==> src/hw/rtcb_map.svh <==
// Numeric constants of the calendar clock: pin slots, limits, resets.
// Included by the keeper and clock design files; holds definitions only.
`ifndef RTCB_MAP_SVH
`define RTCB_MAP_SVH
// Slots of the synchronised pin vector.
`define RTCB_P_XT 0
`define RTCB_P_OSC 1
`define RTCB_P_RC 2
`define RTCB_P_HSE 3
`define RTCB_P_REF 4
`define RTCB_P_TS 5
`define RTCB_P_BAT 6
`define RTCB_P_SHD 7
`define RTCB_P_TAMP 8
// Event flag positions.
`define RTCB_F_ALARM 0
`define RTCB_F_WUT 2
`define RTCB_F_TS 3
`define RTCB_F_TAMP 4
// Prescaler reset values and fixed dividers.
`define RTCB_PREDIV_A_RST 7'h7f
`define RTCB_PREDIV_S_RST 16'h00ff
`define RTCB_HSE_LAST 5'h1f
`define RTCB_CAL_WIN_W 20
`define RTCB_REF50_LAST 6'h31
`define RTCB_REF60_LAST 6'h3b
// BCD calendar limits.
`define RTCB_SEC_LAST 7'h59
`define RTCB_MIN_LAST 7'h59
`define RTCB_H24_LAST 6'h23
`define RTCB_H12_LAST 6'h12
`define RTCB_H12_FLIP 6'h11
`define RTCB_H12_FIRST 6'h01
`define RTCB_WDAY_LAST 3'h7
`define RTCB_MON_LAST 5'h12
`define RTCB_YEAR_LAST 8'h99
`define RTCB_FEB 5'h02
`define RTCB_D28 6'h28
`define RTCB_D29 6'h29
`define RTCB_D30 6'h30
`define RTCB_D31 6'h31
// Calendar reset point.
`define RTCB_RST_WDAY 3'h1
`define RTCB_RST_DATE 6'h01
`define RTCB_RST_MON 5'h01
`endif

==> src/hw/rtcb_pkg.sv <==
// Types shared by the calendar clock and its timekeeper.
// Assumes rtcb_map.svh for all numeric constants.
package rtcb_pkg;
  // One calendar reading, every field in BCD.
  typedef struct packed {
    logic pm;
    logic [5:0] hour;
    logic [6:0] min;
    logic [6:0] sec;
    logic [2:0] wday;
    logic [4:0] month;
    logic [5:0] date;
    logic [7:0] year;
  } rtcb_cal_s;
  // Counting clock source.
  typedef enum logic [1:0] {
    SRC_XTAL,
    SRC_OSC,
    SRC_RC,
    SRC_HSE
  } rtcb_src_e;
  // Wakeup timer resolution.
  typedef enum logic [2:0] {
    WRES_DIV16,
    WRES_DIV8,
    WRES_DIV4,
    WRES_DIV2,
    WRES_1HZ,
    WRES_1HZ_EXT
  } rtcb_wres_e;
endpackage : rtcb_pkg

==> src/hw/rtcb_cal_if.sv <==
// Link between the clock controller and the calendar timekeeper.
// Assumes both ends share one clock.
interface rtcb_cal_if;
  logic sec_tick;
  logic load;
  logic fmt12;
  rtcb_pkg::rtcb_cal_s load_val;
  rtcb_pkg::rtcb_cal_s cal;
  modport keeper (input sec_tick, load, fmt12, load_val, output cal);
  modport ctrl (output sec_tick, load, fmt12, load_val, input cal);
endinterface : rtcb_cal_if

==> src/hw/rtcb_keeper.sv <==
// BCD calendar timekeeper advanced by one-second ticks.
// Assumes rtcb_map.svh and a controller driving the ctrl modport.
`include "rtcb_map.svh"
module rtcb_keeper (
  input wire logic clock,
  input wire logic reset,
  input wire logic clk_en,
  rtcb_cal_if.keeper c
);
  rtcb_pkg::rtcb_cal_s cal_ff;
  rtcb_pkg::rtcb_cal_s nxt_cal;
  logic [5:0] dim;
  logic leap;
  logic day;

  // Adds one to a two-digit BCD value.
  function automatic logic [7:0] inc(input logic [7:0] v);
    inc = (v[3:0] == 4'h9) ? {v[7:4] + 4'h1, 4'h0} : v + 8'h01;
  endfunction : inc

  // Ripples a second tick through the fields and picks month length.
  always_comb begin
    leap = cal_ff.year[4] ?
      (cal_ff.year[3:0] == 4'h2 || cal_ff.year[3:0] == 4'h6) :
      (cal_ff.year[3:0] == 4'h0 || cal_ff.year[3:0] == 4'h4 ||
       cal_ff.year[3:0] == 4'h8);
    case (cal_ff.month)
      `RTCB_FEB: dim = leap ? `RTCB_D29 : `RTCB_D28;
      5'h04, 5'h06, 5'h09, 5'h11: dim = `RTCB_D30;
      default: dim = `RTCB_D31;
    endcase
    day = 1'b0;
    nxt_cal = cal_ff;
    if (c.load) begin
      nxt_cal = c.load_val;
    end else if (c.sec_tick) begin
      if (cal_ff.sec != `RTCB_SEC_LAST) begin
        nxt_cal.sec = 7'(inc({1'b0, cal_ff.sec}));
      end else begin
        nxt_cal.sec = 7'h00;
        if (cal_ff.min != `RTCB_MIN_LAST) begin
          nxt_cal.min = 7'(inc({1'b0, cal_ff.min}));
        end else begin
          nxt_cal.min = 7'h00;
          if (c.fmt12) begin
            nxt_cal.hour = (cal_ff.hour == `RTCB_H12_LAST) ?
              `RTCB_H12_FIRST : 6'(inc({2'b00, cal_ff.hour}));
            if (cal_ff.hour == `RTCB_H12_FLIP) begin
              nxt_cal.pm = ~cal_ff.pm;
              day = cal_ff.pm;
            end
          end else if (cal_ff.hour == `RTCB_H24_LAST) begin
            nxt_cal.hour = 6'h00;
            day = 1'b1;
          end else begin
            nxt_cal.hour = 6'(inc({2'b00, cal_ff.hour}));
          end
        end
      end
    end
    if (day) begin
      nxt_cal.wday = (cal_ff.wday == `RTCB_WDAY_LAST) ?
        `RTCB_RST_WDAY : cal_ff.wday + 3'h1;
      if (cal_ff.date != dim) begin
        nxt_cal.date = 6'(inc({2'b00, cal_ff.date}));
      end else begin
        nxt_cal.date = `RTCB_RST_DATE;
        if (cal_ff.month != `RTCB_MON_LAST) begin
          nxt_cal.month = 5'(inc({3'b000, cal_ff.month}));
        end else begin
          nxt_cal.month = `RTCB_RST_MON;
          nxt_cal.year = (cal_ff.year == `RTCB_YEAR_LAST) ?
            8'h00 : inc(cal_ff.year);
        end
      end
    end
  end

  // Registers the calendar.
  always_ff @(posedge clock) begin
    if (reset) begin
      cal_ff <= '0;
      cal_ff.wday <= `RTCB_RST_WDAY;
      cal_ff.date <= `RTCB_RST_DATE;
      cal_ff.month <= `RTCB_RST_MON;
    end else if (clk_en) begin
      cal_ff <= nxt_cal;
    end
  end

  assign c.cal = cal_ff;

  // Seconds wrap into the minutes.
  property p_sec_wrap;
    @(posedge clock) disable iff (reset)
      clk_en && c.sec_tick && !c.load && cal_ff.sec == `RTCB_SEC_LAST
      |=> cal_ff.sec == 7'h00 && $changed(cal_ff.min);
  endproperty
  a_sec_wrap: assert property (p_sec_wrap)
    else $error("Seconds did not wrap into minutes.");

  // The last day of a month returns the date to the first.
  property p_month_end;
    @(posedge clock) disable iff (reset)
      clk_en && day && cal_ff.date == dim
      |=> cal_ff.date == `RTCB_RST_DATE;
  endproperty
  a_month_end: assert property (p_month_end)
    else $error("Date did not roll over at month end.");
endmodule : rtcb_keeper

==> src/hw/rtcb_rtc.sv <==
// Battery-backed calendar clock with alarms, wakeup, tamper, backup.
// Assumes rtcb_map.svh, rtcb_pkg and a single system clock.
`include "rtcb_map.svh"
module rtcb_rtc #(
  parameter int N_TAMP = 3,
  parameter int N_BKP = 32
) (
  input wire logic clock,
  input wire logic reset,
  input wire logic clk_en,
  input wire logic low_speed_external_osc_xtal,
  input wire logic low_speed_external_osc_ext,
  input wire logic low_speed_internal_rc,
  input wire logic high_speed_external_osc,
  input wire rtcb_pkg::rtcb_src_e src_sel,
  input wire logic on_battery,
  input wire logic shutdown_mode,
  input wire logic [6:0] prediv_a,
  input wire logic [14:0] prediv_s,
  input wire logic [8:0] cal_minus,
  input wire logic shift_req,
  input wire logic shift_add1s,
  input wire logic [14:0] shift_amt,
  input wire logic ref_en,
  input wire logic ref_60,
  input wire logic ref_pin,
  input wire logic fmt12,
  input wire logic cal_load,
  input wire rtcb_pkg::rtcb_cal_s cal_wval,
  output logic [15:0] subsec,
  output rtcb_pkg::rtcb_cal_s cal_now,
  input wire logic [1:0] alarm_en,
  input wire rtcb_pkg::rtcb_cal_s [1:0] alarm_val,
  input wire logic [1:0][3:0] alarm_mask,
  input wire logic wut_en,
  input wire rtcb_pkg::rtcb_wres_e wut_res,
  input wire logic [15:0] wut_reload,
  input wire logic [N_TAMP-1:0] tamp_pin,
  input wire logic [N_TAMP-1:0] tamp_en,
  input wire logic [1:0] tamp_flt,
  input wire logic tamp_ts,
  input wire logic ts_pin,
  input wire logic ts_en,
  output rtcb_pkg::rtcb_cal_s ts_cal,
  output logic [15:0] ts_subsec,
  input wire logic bkp_we,
  input wire logic [$clog2(N_BKP)-1:0] bkp_addr,
  input wire logic [31:0] bkp_wdata,
  output logic [31:0] bkp_rdata,
  input wire logic [N_TAMP+3:0] evt_en,
  input wire logic [N_TAMP+3:0] evt_clr,
  output logic [N_TAMP+3:0] evt_flags,
  output logic evt_wakeup
);
  localparam int PW = `RTCB_P_TAMP + N_TAMP;
  localparam int NE = N_TAMP + 4;

  // Refuses sizes that the flag and address logic cannot carry.
  if (N_TAMP < 1 || N_TAMP > 4) begin : g_bad_tamp
    $error("N_TAMP must lie between 1 and 4.");
  end
  if (N_BKP < 2 || N_BKP > 32 || (N_BKP & (N_BKP - 1)) != 0) begin : g_bad_bkp
    $error("N_BKP must be a power of two up to 32.");
  end

  rtcb_cal_if c ();
  logic [PW-1:0] pins, sync1_ff, sync2_ff, prev_ff, rise;
  logic [4:0] hse_ff, nxt_hse;
  logic [`RTCB_CAL_WIN_W-1:0] win_ff, nxt_win;
  logic [6:0] pa_ff, nxt_pa;
  logic [15:0] ss_ff, nxt_ss, ts_ss_ff, nxt_ts_ss;
  logic [5:0] ref_ff, nxt_ref;
  logic [3:0] div_ff, nxt_div, need;
  logic [16:0] wut_ff, nxt_wut;
  logic [NE-1:0] flags_ff, nxt_flags, evt_set;
  logic [1:0] al_hit;
  logic [N_TAMP-1:0] tamp_hit;
  logic [31:0] bkp_rd_ff;
  logic [31:0] bkp_mem [N_BKP];
  rtcb_pkg::rtcb_cal_s ts_cal_ff, nxt_ts_cal;
  logic sec_d_ff, irq_ff, nxt_irq;
  logic rc_off, ck_tick, cal_tick, spre, ss_sec, add_sec, ref_sec;
  logic sec_tick, wut_step, wut_hit, ts_trig;

  rtcb_keeper u_keeper (
    .clock(clock),
    .reset(reset),
    .clk_en(clk_en),
    .c(c.keeper)
  );

  // Calendar link and the register-fed outputs.
  assign c.sec_tick = sec_tick;
  assign c.load = cal_load;
  assign c.load_val = cal_wval;
  assign c.fmt12 = fmt12;
  assign cal_now = c.cal;
  assign subsec = ss_ff;
  assign ts_cal = ts_cal_ff;
  assign ts_subsec = ts_ss_ff;
  assign bkp_rdata = bkp_rd_ff;
  assign evt_flags = flags_ff;
  assign evt_wakeup = irq_ff;

  // Two-stage synchroniser on every pin; rising edges from stage two.
  assign pins = {tamp_pin, shutdown_mode, on_battery, ts_pin, ref_pin,
    high_speed_external_osc, low_speed_internal_rc,
    low_speed_external_osc_ext, low_speed_external_osc_xtal};
  always_ff @(posedge clock) begin
    if (reset) begin
      sync1_ff <= '0;
      sync2_ff <= '0;
      prev_ff <= '0;
    end else if (clk_en) begin
      sync1_ff <= pins;
      sync2_ff <= sync1_ff;
      prev_ff <= sync2_ff;
    end
  end
  assign rise = sync2_ff & ~prev_ff;
  assign need = 4'h1 << tamp_flt;

  // Alarm comparators; a masked field always matches.
  for (genvar i = 0; i < 2; i++) begin : g_alarm
    assign al_hit[i] = alarm_en[i] & sec_d_ff
      & (alarm_mask[i][0] | c.cal.sec == alarm_val[i].sec)
      & (alarm_mask[i][1] | c.cal.min == alarm_val[i].min)
      & (alarm_mask[i][2] | ({c.cal.pm, c.cal.hour} ==
         {alarm_val[i].pm, alarm_val[i].hour}))
      & (alarm_mask[i][3] | c.cal.date == alarm_val[i].date);
  end

  // Tamper filters: edge mode, or 2, 4 or 8 steady samples.
  for (genvar i = 0; i < N_TAMP; i++) begin : g_tamp
    logic [3:0] cnt_ff, nxt_cnt;
    logic lvl;
    always_comb begin
      lvl = sync2_ff[`RTCB_P_TAMP+i] & tamp_en[i];
      nxt_cnt = lvl ? cnt_ff : 4'h0;
      if (lvl && cnt_ff != need) begin
        nxt_cnt = cnt_ff + 4'h1;
      end
    end
    always_ff @(posedge clock) begin
      if (reset) begin
        cnt_ff <= 4'h0;
      end else if (clk_en) begin
        cnt_ff <= nxt_cnt;
      end
    end
    assign tamp_hit[i] = (tamp_flt == 2'h0) ?
      rise[`RTCB_P_TAMP+i] & tamp_en[i] : lvl & (cnt_ff == need - 4'h1);
  end

  // Counting chain, wakeup timer, timestamp and event flags.
  always_comb begin
    nxt_hse = hse_ff;
    nxt_win = win_ff;
    nxt_pa = pa_ff;
    nxt_ss = ss_ff;
    nxt_ref = ref_ff;
    nxt_div = div_ff;
    nxt_wut = wut_ff;
    nxt_ts_cal = ts_cal_ff;
    nxt_ts_ss = ts_ss_ff;
    rc_off = sync2_ff[`RTCB_P_BAT] | sync2_ff[`RTCB_P_SHD];
    case (src_sel)
      rtcb_pkg::SRC_XTAL: ck_tick = rise[`RTCB_P_XT];
      rtcb_pkg::SRC_OSC: ck_tick = rise[`RTCB_P_OSC];
      rtcb_pkg::SRC_RC: ck_tick = rise[`RTCB_P_RC] & ~rc_off;
      default: ck_tick = rise[`RTCB_P_HSE] & (hse_ff == `RTCB_HSE_LAST);
    endcase
    if (rise[`RTCB_P_HSE]) begin
      nxt_hse = hse_ff + 5'h01;
    end
    cal_tick = ck_tick & (win_ff >= `RTCB_CAL_WIN_W'(cal_minus));
    if (ck_tick) begin
      nxt_win = win_ff + `RTCB_CAL_WIN_W'(1);
      nxt_div = div_ff + 4'h1;
    end
    spre = cal_tick & (pa_ff == 7'h00);
    if (cal_tick) begin
      nxt_pa = spre ? prediv_a : pa_ff - 7'h01;
    end
    ss_sec = spre & (ss_ff == 16'h0000);
    add_sec = shift_req & shift_add1s & (shift_amt != 15'h0000);
    if (shift_req && shift_amt != 15'h0000) begin
      nxt_ss = ss_ff + {1'b0, shift_amt};
    end else if (spre) begin
      nxt_ss = ss_sec ? {1'b0, prediv_s} : ss_ff - 16'h0001;
    end
    ref_sec = 1'b0;
    if (rise[`RTCB_P_REF]) begin
      ref_sec = ref_ff == (ref_60 ? `RTCB_REF60_LAST : `RTCB_REF50_LAST);
      nxt_ref = ref_sec ? 6'h00 : ref_ff + 6'h01;
    end
    sec_tick = (ref_en ? ref_sec : ss_sec) | add_sec;
    case (wut_res)
      rtcb_pkg::WRES_DIV16: wut_step = ck_tick & (div_ff == 4'hf);
      rtcb_pkg::WRES_DIV8: wut_step = ck_tick & (&div_ff[2:0]);
      rtcb_pkg::WRES_DIV4: wut_step = ck_tick & (&div_ff[1:0]);
      rtcb_pkg::WRES_DIV2: wut_step = ck_tick & div_ff[0];
      default: wut_step = sec_d_ff;
    endcase
    wut_hit = 1'b0;
    if (!wut_en) begin
      nxt_wut = {wut_res == rtcb_pkg::WRES_1HZ_EXT, wut_reload};
    end else if (wut_step) begin
      wut_hit = wut_ff == 17'h0_0000;
      nxt_wut = wut_hit ? {wut_res == rtcb_pkg::WRES_1HZ_EXT, wut_reload}
        : wut_ff - 17'h0_0001;
    end
    ts_trig = (ts_en & rise[`RTCB_P_TS]) | (tamp_ts & (|tamp_hit))
      | rise[`RTCB_P_BAT];
    if (ts_trig) begin
      nxt_ts_cal = c.cal;
      nxt_ts_ss = ss_ff;
    end
    evt_set = {tamp_hit, ts_trig, wut_hit, al_hit};
    nxt_flags = (flags_ff & ~evt_clr) | evt_set;
    nxt_irq = |(nxt_flags & evt_en);
  end

  // Registers the counting chain and event state.
  always_ff @(posedge clock) begin
    if (reset) begin
      hse_ff <= 5'h00;
      win_ff <= '0;
      pa_ff <= `RTCB_PREDIV_A_RST;
      ss_ff <= `RTCB_PREDIV_S_RST;
      ref_ff <= 6'h00;
      div_ff <= 4'h0;
      wut_ff <= 17'h0_0000;
      ts_cal_ff <= '0;
      ts_ss_ff <= 16'h0000;
      flags_ff <= '0;
      irq_ff <= 1'b0;
      sec_d_ff <= 1'b0;
    end else if (clk_en) begin
      hse_ff <= nxt_hse;
      win_ff <= nxt_win;
      pa_ff <= nxt_pa;
      ss_ff <= nxt_ss;
      ref_ff <= nxt_ref;
      div_ff <= nxt_div;
      wut_ff <= nxt_wut;
      ts_cal_ff <= nxt_ts_cal;
      ts_ss_ff <= nxt_ts_ss;
      flags_ff <= nxt_flags;
      irq_ff <= nxt_irq;
      sec_d_ff <= sec_tick;
    end
  end

  // Backup words have no reset so their contents outlive it.
  always_ff @(posedge clock) begin
    if (clk_en && bkp_we) begin
      bkp_mem[bkp_addr] <= bkp_wdata;
    end
  end
  always_ff @(posedge clock) begin
    if (reset) begin
      bkp_rd_ff <= 32'h0000_0000;
    end else if (clk_en) begin
      bkp_rd_ff <= bkp_mem[bkp_addr];
    end
  end

  property p_shift;
    @(posedge clock) disable iff (reset)
      clk_en && shift_req && shift_amt != 15'h0000
      |=> ss_ff == $past(ss_ff) + {1'b0, $past(shift_amt)};
  endproperty
  a_shift: assert property (p_shift)
    else $error("Time shift not applied to subseconds.");

  property p_ref;
    @(posedge clock) disable iff (reset)
      clk_en && ref_en && sec_tick && !add_sec |-> rise[`RTCB_P_REF];
  endproperty
  a_ref: assert property (p_ref)
    else $error("Second tick without reference edge.");

  property p_cal;
    @(posedge clock) disable iff (reset)
      ck_tick && win_ff < `RTCB_CAL_WIN_W'(cal_minus) |-> !cal_tick;
  endproperty
  a_cal: assert property (p_cal)
    else $error("Calibration failed to drop a pulse.");

  property p_tamp;
    @(posedge clock) disable iff (reset)
      |tamp_hit |-> |(tamp_en & sync2_ff[PW-1:`RTCB_P_TAMP]);
  endproperty
  a_tamp: assert property (p_tamp)
    else $error("Tamper event from an idle input.");

  property p_ts;
    @(posedge clock) disable iff (reset)
      clk_en && ts_trig |=> ts_cal_ff == $past(c.cal) && flags_ff[`RTCB_F_TS];
  endproperty
  a_ts: assert property (p_ts)
    else $error("Timestamp not captured.");

  property p_wut;
    @(posedge clock) disable iff (reset)
      clk_en && wut_en && wut_step && wut_ff == 17'h0_0000
      |=> flags_ff[`RTCB_F_WUT] && wut_ff[15:0] == $past(wut_reload);
  endproperty
  a_wut: assert property (p_wut)
    else $error("Wakeup timer did not reload and flag.");

  property p_rc_stop;
    @(posedge clock) disable iff (reset)
      src_sel == rtcb_pkg::SRC_RC && rc_off |-> !ck_tick;
  endproperty
  a_rc_stop: assert property (p_rc_stop)
    else $error("RC source counted on battery or shutdown.");

  property p_flag;
    @(posedge clock) disable iff (reset)
      clk_en && |evt_set |=> (flags_ff & $past(evt_set)) == $past(evt_set)
      ##1 evt_wakeup == |(flags_ff & evt_en);
  endproperty
  a_flag: assert property (p_flag)
    else $error("Event flag lost or wakeup mismatch.");
endmodule : rtcb_rtc

==> config.mk <==
export PLATFORM = sky130hd
export DESIGN_NAME = rtcb_rtc
export DESIGN_NICKNAME = d
export VERILOG_FILES = /design/src/hw/rtcb_pkg.sv /design/src/hw/rtcb_cal_if.sv /design/src/hw/rtcb_keeper.sv /design/src/hw/rtcb_rtc.sv
export VERILOG_INCLUDE_DIRS = /design/src /design/src/hw
export SDC_FILE = /design/constraint.sdc
export NUM_CORES = 2
export LEC_CHECK = 0
export BUFFER_PORTS_ARGS = -buffer_cell sky130_fd_sc_hd__buf_2
export CAP_MARGIN = 30
export CELL_PAD_IN_SITES_DETAIL_PLACEMENT = 2
export CELL_PAD_IN_SITES_GLOBAL_PLACEMENT = 2
export CORE_MARGIN = 10
export CORE_UTILIZATION = 44
export CTS_CLUSTER_DIAMETER = 40
export DETAILED_ROUTE_END_ITERATION = 16
export GPL_TIMING_DRIVEN = 0
export PLACE_DENSITY_LB_ADDON = 0.3
export SKIP_LAST_GASP = 1
export SLEW_MARGIN = 20
export SYNTH_ARGS = -nofsm -noshare
export SYNTH_HDL_FRONTEND = slang
export SYNTH_HIERARCHICAL = 1
export SYNTH_SLANG_ARGS = --single-unit
==> constraint.sdc <==
create_clock -name clock -period 4.5 [get_ports clock]
set_clock_uncertainty 0.2 [all_clocks]
set_input_delay 0.225 -clock clock [delete_from_list [all_inputs] [get_ports clock]]
set_output_delay 0.225 -clock clock [all_outputs]
set_load 0.05 [all_outputs]
==> impl_metrics.toml <==
[critical_path]
cp-end-kind = "flop"
cp_num_buf_inv = 6
cpMostUsedCell = "buf_16"
cp_slowest_stage_delay_ns = 0.81
setup.worst_path.start_class = "primary input"
cp_top_family = "buffers and inverters"
crit_fanout = 13
worst_ep_arrival_time_ns = 4.77
crit_required_ns = 4.83
path_cells = "clkbuf_1 > buf_2 > buf_1 > clkbuf_2 > nand2_1 > nor2_4 > buf_16 > buf_16"
critical_path.slowest_cell = "nor2_4"
crit_type = "primary input to flop"

[sta]
max_slew_margin_pct = 26.1
slew_viol_final = 0
grt_setup_unrepaired = "yes"
timing.fmax_mhz = 225
holdWs_ns = 0.0433
hold_viol = 0
period_share_pct = 98.8
worstMarginPinSlew_ns = 1.11
setup_ws_ns = 0.0561
min_period_ns = 4.44
tns_ns = 0
finalSetupViolations = 0

[logic_synthesis]
synth_seq_area_share_pct = 66.9
synth_nets = 3841
synth_cell_types = 91
synth.ff_latch_count = 1286
syn_area_per_cell_sq_um = 15.4
ys.flop_type = "edfxtp_1"
synth-edff-count = 1024
syn_area_sq_um = 53800
synth_top_cell_area_share_pct = 57.1
yosys-top-cells-area = "edfxtp_1 57%, mux4_2 11%, dfxtp_1 9.7%, mux2i_1 2.4%, nor2_1 1.9%"
synthCells = 3502
synth_area_leader_cell = "edfxtp_1"
yosysWarnings = 6
async_flop_share_pct = 0

[clock_network]
insertion_delay_ns = 0.84
cts.htree.levels = 4
cts_root_buf = "clkbuf_16"
cts_buffer_depth = 3
clk_pin_slew_worst_paths_ns = 0.06
cts_tree = "built"
clock_sinks = 1286
cts-buffers-inserted = 180

[power_and_ir_drop]
powerDensity_nw_per_um2 = 452
vdd_ir_drop_max_mv = 0.519
p_total_w = 0.0308
power_leakage_nw = 23.8

[grt]
antenna_found_initial = 15
gr-total-overflow = 0
grt_usage_pct = 36.1
grt_max_degree = 33
grt_pass1_vias = 43800
grt_pass1_wl_um = 353000

[routing]
wire_per_inst_um = 41.3
drt-met1-wl_um = 89500
wl_met3_um = 23800
wl_met2_um = 124000
via_per_inst = 6.59
drt_wl_total_um = 255000
drc = 0
final_antenna_net_count = 0
top_layer = "met5"
drt_iter0_drc = 5371
drt-pass1-iter-count = 6
num_vias = 40600

[layout]
final_area_sq_um = 68200
drive_gt1_share_pct = 27.1
area_growth_pct = 26.8
multi_input_comb_area_sq_um = 17000
nNetsFinal = 4709
regArea_sq_um = 36000
n_fill_cell = 10700

[floorplan]
core_area_sq_um = 122000
die-height_um = 370
io_pins = 444
start_util_pct = 44.3
die_w_um = 370
placementRows = 128
die_area_sq_um = 137000

[job]
cap_violations = 0

[placement]
pre_cts_ws_ns = -1.29
post-dp-hpwl_um = 157000
place_congestion = 0.842
dpl_cell_area_sq_um = 60000
io_buffer_count = 404

[hold_path]
hold_class = "primary input to flop"

[status]
run_status = "completed"
[final timing paths]
check               start            endpoint  slack [ns]  cells after the start
max           bkp_addr[1]     bkp_mem[30][29]        0.06                      8
min          shift_amt[2]           subsec[2]        0.04                      6
max reg2reg     subsec[1]  u_keeper/c.cal[38]        0.06                     14
min reg2reg    ts_cal[10]          ts_cal[10]        0.26                      2
[power by group]
group,leakage [nW],switching [W],internal [W]
clock,2.93,0.00623,0.00880
combinational,9.50,0.00176,0.000891
sequential,11.3,0.000179,0.0130
total,23.8,0.00817,0.0227
[kinds of logic after synthesis]
logic type      Yosys count  share of synthesized area (%)
simple gates            873                           7.68
flops                  1286                           66.9
xor+xnor                109                           1.77
buf+inv                 264                           1.99
compound gates          499                           6.34
mux                     418                           14.1
fa+ha+maj                53                           1.25
[Yosys cell counts (all sizes together) (67+ instances only)]
cell	instances
mux2i	131
o21ai	105
nand2	261
mux4	269
buf	68
edfxtp	1024
a21oi	105
nand3	67
nor2	276
dfxtp	262
inv	67
clkbuf	129
[worst register-to-register path, stage by stage, from the launching register on]
cell,delay [ns]
dfxtp_2,0.40
inv_1,0.16
ha_2,0.24
or4b_1,0.50
or3_4,0.42
nor4_4,0.20
nand4_4,0.12
buf_6,0.19
o21ai_4,0.27
buf_4,0.16
nor2_1,0.05
nor2_4,0.28
nand3_2,0.30
o21ai_0,0.55
a21oi_1,0.23
[sequential cells by signal, indices dropped and copies added, names as in the netlist, 5 cells and up]
register and flops:
ts_subsec 16, g_tamp.cnt_ff 12, win_ff 20, hse_ff 5, evt_flags 7, ref_ff 6, bkp_mem 1024, bkp_rdata 32
pa_ff 7, u_keeper/c.cal 43, ts_cal 43, subsec 16, wut_ff 17, prev_ff 10, sync2_ff 11, sync1_ff 11
[repair_timing]
action	4_1_cts	5_1_grt
setup endpoints to repair	452	25
buffers inserted	10	3
endpoints found under the hold margin	1179	0
gates resized for setup	13	2
pin swaps	4	2
hold buffers	175	0
[cell usage in the layout, fill, tap and decap left out, types with 24 or more instances in the layout]
master	netlist	routed
clkbuf_1	129	145
mux2i_1	131	131
o211ai_1	31	31
clkbuf_16	0	189
a22oi_1	43	43
xor2_1	56	56
nor3_1	58	57
o21ai_0	96	96
and3_1	27	26
dlygate4sd3_1	0	175
a211oi_1	35	34
a221oi_1	30	30
clkinvlp_4	0	27
a21oi_1	105	105
buf_2	44	449
nand2b_1	29	29
nor2_1	276	243
nand2_1	261	261
dfxtp_1	262	261
inv_1	65	65
nor4_1	26	24
xnor2_1	53	53
buf_16	0	47
edfxtp_1	1024	1024
ha_1	52	51
nand3_1	67	66
buf_6	3	24
nor2_4	0	33
mux4_2	269	269
[through the flow]
stage	cells	utilization, %
after floorplan	3502	-
after global placement	5531	47.6
after detailed placement	5617	49.4
after CTS	6135	56.0
after global routing	6154	56.1
final	6158	56.1
[layout make-up]
cell class              count  area share [%]
flip-flops and latches   1286            52.8
multi-input cells        1952            25.0
repair buffers            689            8.62
clock buffers             231            7.38
well taps                1625            2.98
clock inverters           105            1.65
plain buffers             194            1.20
inverters                  67           0.369
diodes                      9          0.0330
[layer usage]
layer | vias to the layer above | global-route usage, %
met4 | 4 | 21.2
met5 | - | 0
met2 | 3021 | 60.0
met1 | 21100 | 42.9
met3 | 916 | 8.35
li1 | 15500 | -
(Power assumes the default switching activity.)
